**config.mk**
```make
export PLATFORM = sky130hd
export DESIGN_NAME = bst_top
export DESIGN_NICKNAME = d
export VERILOG_FILES = /design/src/verilog/bst_pkg.sv /design/src/verilog/bst_tap_if.sv /design/src/verilog/bst_tap_fsm.sv /design/src/verilog/bst_top.sv
export SDC_FILE = /design/constraint.sdc
export NUM_CORES = 1
export LEC_CHECK = 0
export ABC_AREA = 1
export BUFFER_PORTS_ARGS = -buffer_cell sky130_fd_sc_hd__buf_2
export CORE_ASPECT_RATIO = 2
export CORE_MARGIN = 2
export CORE_UTILIZATION = 45
export DETAILED_ROUTE_END_ITERATION = 12
export PLACE_DENSITY = 0.68
export SETUP_SLACK_MARGIN = 0.3
export SYNTH_ARGS = -nofsm -noshare
export SYNTH_HDL_FRONTEND = slang
export SYNTH_SLANG_ARGS = --single-unit
```
**constraint.sdc**
```tcl
create_clock -name ref_clk -period 1.6 [get_ports ref_clk]
set_clock_uncertainty 0.1 [all_clocks]
set_input_delay 0.32 -clock ref_clk [delete_from_list [all_inputs] [get_ports ref_clk]]
set_output_delay 0.32 -clock ref_clk [all_outputs]
set_load 0.02 [all_outputs]
```
**src/verilog/bst_pkg.sv**
```systemverilog
package bst_pkg;
  localparam int INS_W = 3;
  localparam int ID_W = 32;
  localparam int CHAIN_W = 98;
  localparam int GP_N = 8;
  localparam int GP_CELLS = 16;
  localparam int DIR_CELL = 16;
  localparam int OTHER_LO = 17;
  localparam int OTHER_W = CHAIN_W - OTHER_LO;
  localparam int SYNC_W = 3 + GP_N + OTHER_W;
  localparam int SYNC_TCK = 0;
  localparam int SYNC_TMS = 1;
  localparam int SYNC_TDI = 2;
  localparam int SYNC_GP = 3;
  localparam int SYNC_OTHER = SYNC_GP + GP_N;

  localparam logic [INS_W-1:0] INS_EXTEST = 3'h0;
  localparam logic [INS_W-1:0] INS_SAMPLE = 3'h4;
  localparam logic [INS_W-1:0] INS_IDCODE = 3'h6;
  localparam logic [INS_W-1:0] INS_BYPASS = 3'h7;
  localparam logic [INS_W-1:0] INS_CAPTURE = 3'h4;

  // identity values are arbitrary
  localparam logic [10:0] ID_MAKER = 11'h055;
  localparam logic [15:0] ID_PART = 16'h1234;
  localparam logic [3:0] ID_REV = 4'h1;
  localparam logic [ID_W-1:0] ID_VALUE = {ID_REV, ID_PART, ID_MAKER, 1'b1};

  localparam logic [CHAIN_W-1:0] CHAIN_RESET = '0;

  typedef enum logic [3:0] {
    ST_RESET = 4'h0,
    ST_IDLE = 4'h1,
    ST_SEL_DR = 4'h2,
    ST_CAP_DR = 4'h3,
    ST_SHIFT_DR = 4'h4,
    ST_EXIT1_DR = 4'h5,
    ST_PAUSE_DR = 4'h6,
    ST_EXIT2_DR = 4'h7,
    ST_UPD_DR = 4'h8,
    ST_SEL_INS = 4'h9,
    ST_CAP_INS = 4'ha,
    ST_SHIFT_INS = 4'hb,
    ST_EXIT1_INS = 4'hc,
    ST_PAUSE_INS = 4'hd,
    ST_EXIT2_INS = 4'he,
    ST_UPD_INS = 4'hf
  } bst_state_t;

  typedef enum logic [1:0] {
    SEL_CHAIN = 2'h0,
    SEL_ID = 2'h1,
    SEL_SKIP = 2'h2
  } bst_sel_t;
endpackage

```
**src/verilog/bst_tap_if.sv**
```systemverilog
`timescale 1ns/100ps
interface bst_tap_if;
  import bst_pkg::*;
  logic tck_rise;
  logic tms;
  bst_state_t state;
  modport fsm (input tck_rise, input tms, output state);
  modport core (output tck_rise, output tms, input state);
endinterface

```
**src/verilog/bst_tap_fsm.sv**
```systemverilog
`timescale 1ns/100ps
module bst_tap_fsm
(
  input wire logic ref_clk,
  input wire logic rst,
  bst_tap_if.fsm tap
);
  import bst_pkg::*;

  bst_state_t state_reg;
  bst_state_t state_next;

  always_comb
  begin
    state_next = state_reg;
    if (tap.tck_rise)
    begin
      unique case (state_reg)
        ST_RESET: state_next = tap.tms ? ST_RESET : ST_IDLE;
        ST_IDLE: state_next = tap.tms ? ST_SEL_DR : ST_IDLE;
        ST_SEL_DR: state_next = tap.tms ? ST_SEL_INS : ST_CAP_DR;
        ST_CAP_DR: state_next = tap.tms ? ST_EXIT1_DR : ST_SHIFT_DR;
        ST_SHIFT_DR: state_next = tap.tms ? ST_EXIT1_DR : ST_SHIFT_DR;
        ST_EXIT1_DR: state_next = tap.tms ? ST_UPD_DR : ST_PAUSE_DR;
        ST_PAUSE_DR: state_next = tap.tms ? ST_EXIT2_DR : ST_PAUSE_DR;
        ST_EXIT2_DR: state_next = tap.tms ? ST_UPD_DR : ST_SHIFT_DR;
        ST_UPD_DR: state_next = tap.tms ? ST_SEL_DR : ST_IDLE;
        ST_SEL_INS: state_next = tap.tms ? ST_RESET : ST_CAP_INS;
        ST_CAP_INS: state_next = tap.tms ? ST_EXIT1_INS : ST_SHIFT_INS;
        ST_SHIFT_INS: state_next = tap.tms ? ST_EXIT1_INS : ST_SHIFT_INS;
        ST_EXIT1_INS: state_next = tap.tms ? ST_UPD_INS : ST_PAUSE_INS;
        ST_PAUSE_INS: state_next = tap.tms ? ST_EXIT2_INS : ST_PAUSE_INS;
        ST_EXIT2_INS: state_next = tap.tms ? ST_UPD_INS : ST_SHIFT_INS;
        ST_UPD_INS: state_next = tap.tms ? ST_SEL_DR : ST_IDLE;
      endcase
    end
  end

  always_ff @(posedge ref_clk)
  begin
    if (rst)
      state_reg <= ST_RESET;
    else
      state_reg <= state_next;
  end

  assign tap.state = state_reg;
endmodule

```
**src/verilog/bst_top.sv**
```systemverilog
`timescale 1ns/100ps
module bst_top
(
  input wire logic ref_clk,
  input wire logic rst,
  input wire logic tck,
  input wire logic tms,
  input wire logic tdi,
  output logic tdo,
  output logic tdo_oe,
  input wire logic [bst_pkg::GP_N-1:0] general_pins_i,
  output logic [bst_pkg::GP_N-1:0] general_pins_o,
  output logic [bst_pkg::GP_N-1:0] general_pins_oe,
  input wire logic [bst_pkg::GP_N-1:0] core_gp_drive,
  input wire logic [bst_pkg::GP_N-1:0] core_gp_enable,
  output logic [bst_pkg::GP_N-1:0] core_gp_sample,
  input wire logic [bst_pkg::OTHER_W-1:0] other_pins_i,
  output logic [bst_pkg::OTHER_W-1:0] other_pins_drive,
  output logic test_drive_active
);
  import bst_pkg::*;

  function automatic logic [GP_CELLS-1:0] gp_interleave(input logic [GP_N-1:0] drv, input logic [GP_N-1:0] smp);
    logic [GP_CELLS-1:0] r;
    r = '0;
    for (int i = 0; i < GP_N; i++)
    begin
      r[2*i] = drv[i];
      r[2*i+1] = smp[i];
    end
    return r;
  endfunction

  function automatic logic [GP_N-1:0] gp_drive_cells(input logic [CHAIN_W-1:0] c);
    logic [GP_N-1:0] r;
    r = '0;
    for (int i = 0; i < GP_N; i++)
      r[i] = c[2*i];
    return r;
  endfunction

  function automatic bst_sel_t decode_sel(input logic [INS_W-1:0] code);
    bst_sel_t s;
    s = SEL_SKIP;
    if (code == INS_EXTEST || code == INS_SAMPLE)
      s = SEL_CHAIN;
    else if (code == INS_IDCODE)
      s = SEL_ID;
    return s;
  endfunction

  // pin sampling: three stages, a change is taken once stages two and three agree
  logic [SYNC_W-1:0] s1_reg, s1_next;
  logic [SYNC_W-1:0] s2_reg, s2_next;
  logic [SYNC_W-1:0] s3_reg, s3_next;
  logic [SYNC_W-1:0] filt_reg, filt_next;
  logic tck_old_reg, tck_old_next;
  logic tck_rise, tck_fall;

  always_comb
  begin
    s1_next = {other_pins_i, general_pins_i, tdi, tms, tck};
    s2_next = s1_reg;
    s3_next = s2_reg;
    filt_next = (s3_reg & ~(s2_reg ^ s3_reg)) | (filt_reg & (s2_reg ^ s3_reg));
    tck_old_next = filt_reg[SYNC_TCK];
  end

  always_ff @(posedge ref_clk)
  begin
    if (rst)
    begin
      s1_reg <= '0;
      s2_reg <= '0;
      s3_reg <= '0;
      filt_reg <= '0;
      tck_old_reg <= 1'b0;
    end
    else
    begin
      s1_reg <= s1_next;
      s2_reg <= s2_next;
      s3_reg <= s3_next;
      filt_reg <= filt_next;
      tck_old_reg <= tck_old_next;
    end
  end

  // every shift, tdo and chain latch change is paced by these test clock edges only; pin outputs follow ref_clk
  assign tck_rise = filt_reg[SYNC_TCK] & ~tck_old_reg;
  assign tck_fall = ~filt_reg[SYNC_TCK] & tck_old_reg;

  bst_tap_if tap ();
  assign tap.tck_rise = tck_rise;
  assign tap.tms = filt_reg[SYNC_TMS];

  bst_tap_fsm u_fsm
  (
    .ref_clk(ref_clk),
    .rst(rst),
    .tap(tap)
  );

  logic [INS_W-1:0] instr_shift_reg, instr_shift_next;
  logic [INS_W-1:0] instr_reg, instr_next;
  logic [ID_W-1:0] identity_shift_reg, identity_shift_next;
  logic one_bit_skip_reg, one_bit_skip_next;
  logic [CHAIN_W-1:0] pin_chain_reg, pin_chain_next;
  logic [CHAIN_W-1:0] chain_latch_reg, chain_latch_next;
  logic tdo_reg, tdo_next;
  logic tdo_oe_reg, tdo_oe_next;
  logic [GP_N-1:0] gp_o_reg, gp_o_next;
  logic [GP_N-1:0] gp_oe_reg, gp_oe_next;
  logic [GP_N-1:0] gp_sample_reg, gp_sample_next;
  logic extest_reg, extest_next;
  logic tdi_v;
  bst_sel_t sel;
  logic [CHAIN_W-1:0] capture_vec;
  logic [GP_N-1:0] gp_in_v;

  assign tdi_v = filt_reg[SYNC_TDI];
  assign gp_in_v = filt_reg[SYNC_GP +: GP_N];
  assign sel = decode_sel(instr_reg);
  // drive cells see the registered output value; direction cell reads one when tristated
  assign capture_vec = {filt_reg[SYNC_OTHER +: OTHER_W], ~(&gp_oe_reg),
                        gp_interleave(gp_o_reg, gp_in_v)};

  always_comb
  begin
    instr_shift_next = instr_shift_reg;
    instr_next = instr_reg;
    identity_shift_next = identity_shift_reg;
    one_bit_skip_next = one_bit_skip_reg;
    pin_chain_next = pin_chain_reg;
    chain_latch_next = chain_latch_reg;
    tdo_next = tdo_reg;
    tdo_oe_next = tdo_oe_reg;
    if (tck_rise)
    begin
      unique case (tap.state)
        ST_CAP_INS: instr_shift_next = INS_CAPTURE;
        ST_SHIFT_INS: instr_shift_next = {tdi_v, instr_shift_reg[INS_W-1:1]};
        ST_CAP_DR:
        begin
          unique case (sel)
            SEL_CHAIN: pin_chain_next = capture_vec;
            SEL_ID: identity_shift_next = ID_VALUE;
            SEL_SKIP: one_bit_skip_next = 1'b0;
          endcase
        end
        ST_SHIFT_DR:
        begin
          unique case (sel)
            SEL_CHAIN: pin_chain_next = {tdi_v, pin_chain_reg[CHAIN_W-1:1]};
            SEL_ID: identity_shift_next = {tdi_v, identity_shift_reg[ID_W-1:1]};
            SEL_SKIP: one_bit_skip_next = tdi_v;
          endcase
        end
        default: ;
      endcase
    end
    if (tck_fall)
    begin
      tdo_oe_next = (tap.state == ST_SHIFT_DR) || (tap.state == ST_SHIFT_INS);
      if (tap.state == ST_SHIFT_INS)
        tdo_next = instr_shift_reg[0];
      else if (tap.state == ST_SHIFT_DR)
      begin
        unique case (sel)
          SEL_CHAIN: tdo_next = pin_chain_reg[0];
          SEL_ID: tdo_next = identity_shift_reg[0];
          SEL_SKIP: tdo_next = one_bit_skip_reg;
        endcase
      end
      if (tap.state == ST_UPD_DR && sel == SEL_CHAIN)
        chain_latch_next = pin_chain_reg;
      if (tap.state == ST_UPD_INS)
        instr_next = instr_shift_reg;
    end
    if (tap.state == ST_RESET)
      instr_next = INS_IDCODE;
  end

  // general pin chain drive applies only under the external test code, else core owns them; other_pins_drive always follows the latch
  always_comb
  begin
    extest_next = (instr_reg == INS_EXTEST) && (tap.state != ST_RESET);
    gp_sample_next = gp_in_v;
    if (extest_reg)
    begin
      gp_o_next = gp_drive_cells(chain_latch_reg);
      gp_oe_next = chain_latch_reg[DIR_CELL] ? '0 : '1;
    end
    else
    begin
      gp_o_next = core_gp_drive;
      gp_oe_next = core_gp_enable;
    end
  end

  always_ff @(posedge ref_clk)
  begin
    if (rst)
    begin
      instr_shift_reg <= INS_CAPTURE;
      instr_reg <= INS_IDCODE;
      identity_shift_reg <= ID_VALUE;
      one_bit_skip_reg <= 1'b0;
      pin_chain_reg <= CHAIN_RESET;
      chain_latch_reg <= CHAIN_RESET;
      tdo_reg <= 1'b0;
      tdo_oe_reg <= 1'b0;
      gp_o_reg <= '0;
      gp_oe_reg <= '0;
      gp_sample_reg <= '0;
      extest_reg <= 1'b0;
    end
    else
    begin
      instr_shift_reg <= instr_shift_next;
      instr_reg <= instr_next;
      identity_shift_reg <= identity_shift_next;
      one_bit_skip_reg <= one_bit_skip_next;
      pin_chain_reg <= pin_chain_next;
      chain_latch_reg <= chain_latch_next;
      tdo_reg <= tdo_next;
      tdo_oe_reg <= tdo_oe_next;
      gp_o_reg <= gp_o_next;
      gp_oe_reg <= gp_oe_next;
      gp_sample_reg <= gp_sample_next;
      extest_reg <= extest_next;
    end
  end

  assign tdo = tdo_reg;
  assign tdo_oe = tdo_oe_reg;
  assign general_pins_o = gp_o_reg;
  assign general_pins_oe = gp_oe_reg;
  assign core_gp_sample = gp_sample_reg;
  assign other_pins_drive = chain_latch_reg[CHAIN_W-1:OTHER_LO];
  assign test_drive_active = extest_reg;
endmodule

```
Word level (Yosys, flattened, before mapping):

Cells that the tools add are included.
Widths: inputs -> output; s select.

* register bits after elaboration: 635
* output and inout bits: 108
* word-level logic and storage cells: 107
* input bits: 110

* multiplexer cells: 31
* equal/unequal tests: 25
* reduce and logical (&&, ||, !) cells: 23
* bitwise gates (word level): 10

Operators with widths (count)
* $mux 98: 2
* $pmux 98 s2: 1
* $and 92x92->92: 2
* $not 92->92: 1
* $or 92x92->92: 1
* $xor 92x92->92: 1
* $mux 32: 2
* $pmux 32 s2: 1
* $pmux 4 s12: 1
* $eq 4x4->1 const B: 8
* $mux 8: 3
* $eq 4x3->1 const B: 4
* $mux 4: 4
* $reduce_and 4->1: 3
* $mux 2: 5
* $eq 4x2->1 const B: 2
* $reduce_and 2->1: 4
* $reduce_and 8->1: 1
* $mux 1: 7
* $eq 3x3->1 const B: 2
* $mux 3: 2
* $ne 2x1->1 const B: 3
* $ne 2x2->1 const B: 3
* $pmux 3 s2: 1
* other kinds (16): 25

Longest topological paths before layout:

* depth after elaboration: 7
* mapped depth: 13
* mapped depth without buffers: 11

Modules after synthesis:

A second synthesis with hierarchy kept.

* cell total of the unflattened synthesis: 2903
* area, all modules: 22336.4 µm²

Modules (own cells, without submodules)
* bst_top: times used 1, cells an instance 2837, area an instance 21951.1 µm², seq. area each 12472.0 µm²
* bst_tap_fsm: times used 1, cells an instance 66, area an instance 385.4 µm², seq. area each 80.1 µm²

Least setup slack after synthesis:

Ideal clock, no wire load.

* kind: register -> register
* from: register u_fsm.state_reg[0] (netlist: u_fsm.tap.state[0])
* to: register pin_chain_reg[66]
* data required time: 1.383 ns
* cell stages (with the launch flop): 12
* period minus slack after synthesis: 1.623 ns
* setup slack: -0.023 ns
* setup time: 0.117 ns
* data arrival time: 1.407 ns
* buffers on the path: 3
* cells stage by stage: dfxtp_1 buf_4 nor2_4 nand2_4 nand2_2 inv_2 nor2_8 nand2_4 buf_6 buf_4 o21ai_1 a21oi_1

* longest elaborated chain between the ends: 3
* elaborated cells between the ends (all ways): 7
* those cells by class: 4 x eq/ne; 1 x mux; 2 x reduce/logical

Ends and longest elaborated chain
* from (decl): RTL line bst_tap_fsm.sv:10 `bst_state_t state_reg;`
* from (signal assigned): RTL line bst_tap_fsm.sv:44 `state_reg <= state_next;`
* $eq 4x2->1 or $eq 4x3->1 (tied branches): RTL line bst_top.sv:140 `unique case (tap.state)`
* $ne 2x2->1 (no line) (tied with other cells)
* $reduce_and 4->1 (no line)
* to (signal assigned): RTL line bst_top.sv:224 `pin_chain_reg <= pin_chain_next;`
* to (decl): RTL line bst_top.sv:108 `logic [CHAIN_W-1:0] pin_chain_reg, pin_chain_next;`

Several ways; a longest one is shown, not always the timed one.
A chain may end at the register's enable or synchronous reset.

Final worst setup path:

* from: register u_fsm.state_reg[3] (netlist: u_fsm.tap.state[3])
* to: register identity_shift_reg[19]

* longest elaborated chain between the ends: 3
* elaborated cells between the ends (all ways): 7
* those cells by class: 4 x eq/ne; 1 x mux; 2 x reduce/logical

Ends and longest elaborated chain
* $eq 4x2->1 or $eq 4x3->1 (tied branches): RTL line bst_top.sv:140
* $ne 2x2->1 (no line) (tied with other cells)
* $reduce_and 4->1 (no line)
* to (signal assigned): RTL line bst_top.sv:222 `identity_shift_reg <= identity_shift_next;`
* to (decl): RTL line bst_top.sv:106 `logic [ID_W-1:0] identity_shift_reg, identity_shift_next;`

Several ways; a longest one is shown, not always the timed one.

==> flow_summary.ini <==
[run_status]
outcome = finished with violations
violations = negative setup slack

[placement]
postPlaceCellArea_um2 = 23200
io_buffers = 217
dpl.hpwl_um = 29800
finalWeightedCongestion = 0.837
place_ws_ns = -0.124

[power]
max-vdd-ir-drop_mv = 0.959
p_leak_nw = 11.3
power_density_nw_per_um2 = 1130

[floorplanning]
initial_utilization = 0.456
dieArea_um2 = 50000
io_pins = 218
fp-row-count = 113
die_y_um = 314
fp.dieW_um = 159
core-area_um2 = 47500

[timing]
period_needed_ns = 1.72
min_period_over_period = 1.08
tightest_slew_ns = 0.785
hold_viol = 0
slew_headroom = 0.477
slew_violations = 0
setup_slack_ns = -0.122
setup-violations-final = 154
fin_setup_tns_ns = -6.60
fmax_ghz = 0.581
rsz0062_at_grt = yes
hold_slack_ns = 0.0253

[worst_setup_path]
path_max_fanout = 8
critPathLaunchType = register
end_kind = register
path_class = reg2reg
crit_required_ns = 2.03
worstPathArrival_ns = 2.15

[detailed_routing]
dr.pass1.iters = 5
drc_errors = 0
avgViaCountPerCell = 4.81
totalWireLength_um = 51000
antenna_left = 0
post_drt_wl_per_cell_um = 14.2
drtIter0Drc = 1271
vias = 17200

[job]
timing.max_cap.violations = 0

[clock_network]
cts_buffers = 54
cts_htree_levels = 2
cts_tree = yes
clockBufferDepth = 3
clock_latency_ns = 0.61
cts_root_buf = clkbuf_16
cts_sinks = 627
path_clk_slew_ns = 0.07

[synthesis]
netlist_area_um2 = 21600
synth.net_count = 2757
yosysWarnings = 0
postSynthAreaPerCell_um2 = 8.18
synth-seq-cells = 627
syn_inst = 2647
ys_types = 24
ys_seq_area_frac = 0.580

[cells_and_area]
mostFrequentLayoutCells = dfxtp_1, nor2_1, inv_1, a21oi_1, o21ai_0
final_area_um2 = 27500
fin_nets = 3017
num_antenna_cells = 0
nFillCells = 4117
drive_gt1_frac = 0.195
layout_commonest_cell = dfxtp_1
syn_to_final_growth_pct = 27.0

[global_route]
grt_overflow = 0
grt_start_max_net_pins = 160
antenna_found_initial = 0
grtUsageTotal = 0.193
grt_pass1_wl_um = 80500
grt_pass1_vias = 16800

[hold_path]
hp-class = in2reg
-- Yosys cell counts --
cell | n | share of area
dfxtp_1 | 627 | 0.58
nor2_1 | 425 | 0.074
inv_1 | 398 | 0.069
o21ai_0 | 340 | 0.079
a21oi_1 | 329 | 0.076
nand2_1 | 180 | 0.031
buf_4 | 102 | 0.035
clkbuf_1 | 87 | 0.015
o21ai_1 | 61 | 0.014
nand3_1 | 30 | 0.0069
buf_2 | 28 | 0.0065
buf_6 | 9 | 0.0047
inv_2 | 7 | 0.0012
nand4_1 | 5 | 0.0014
buf_1 | 4 | 0.00069
a211oi_1 | 3 | 0.0010
nand2_2 | 3 | 0.00087
nand2_4 | 2 | 0.0010
nor2_2 | 2 | 0.00058
clkinv_1 | 1 | 0.00017
nor2_4 | 1 | 0.00052
nor2_8 | 1 | 0.00092
nor3_1 | 1 | 0.00023
nor4_1 | 1 | 0.00029
-- cell families (layout without fill, tap and decap cells) --
| kind of cell | after synthesis | after routing | synth area share |
|---|---|---|---|
| flops | 627 | 627 | 0.580 |
| compound gates | 733 | 733 | 0.170 |
| simple gates | 651 | 651 | 0.118 |
| buf+inv | 636 | 941 | 0.133 |
-- per-layer routing --
| layer | GRT usage | part of all wire | vias to the layer above |
|---|---|---|---|
| li1 | - | - | 8729 |
| met1 | 0.221 | 0.41 | 7961 |
| met2 | 0.353 | 0.50 | 434 |
| met3 | 0.0311 | 0.048 | 116 |
| met4 | 0.0839 | 0.040 | 0 |
| met5 | 0 | 0 | - |
-- stage by stage --
stage | cells | power [W] | utilization
finish | 3584 | 0.0310 | 0.579
CTS | 3572 | 0.0313 | 0.565
detailed placement | 3334 | 0.0173 | 0.489
floorplan | 2647 | 0.0169 | -
global route | 3584 | 0.0320 | 0.579
global placement | 3334 | 0.0173 | 0.489
-- power breakdown --
part           switching, W  total (W)  internal, W
logic              0.000617    0.00115     0.000536
registers          0.000135     0.0160       0.0159
clock network       0.00588     0.0138      0.00788
total               0.00663     0.0310       0.0243
-- area by class of cell --
type	instances	area, um^2	area share
Clock buffer	74	1570	0.0570
Clock inverter	27	334	0.0122
Inverter	406	1560	0.0567
Multi-Input combinational cell	1384	6830	0.248
Sequential cell	627	12600	0.457
Tap cell	632	791	0.0288
Timing Repair Buffer	432	3800	0.138
Timing Repair inverter	2	38.8	0.00141
-- timing repair --
item	in CTS	in global routing
setup buffers	13	5
endpoints found under the setup margin	342	351
gates resized for setup	77	167
pin swaps	4	30
hold buffers	110	0
hold endpoints to repair	114	0
gates cloned	14	7
-- worst paths after layout --
| kind | start | end | slack (ns) | cells past startpoint |
|---|---|---|---|---|
| max reg2reg | u_fsm.tap.state[3] | identity_shift_reg[19] | -0.12 | 13 |
| max | u_fsm.tap.state[3] | identity_shift_reg[19] | -0.12 | 13 |
| min reg2reg | s1_reg[72] | s2_reg[72] | 0.29 | 2 |
| min | rst | identity_shift_reg[20] | 0.03 | 3 |
-- worst max-delay path, cell delays in order, from the launching register on --
cell,delay [ns]
dfxtp_4,0.36
inv_4,0.06
nand2_4,0.05
inv_4,0.07
nand2_8,0.06
nand2_4,0.09
inv_4,0.05
nor2_8,0.13
nand2_4,0.10
inv_8,0.09
buf_6,0.10
buf_12,0.13
nand3_2,0.07
a21oi_2,0.17
(Power assumes the default switching activity.)
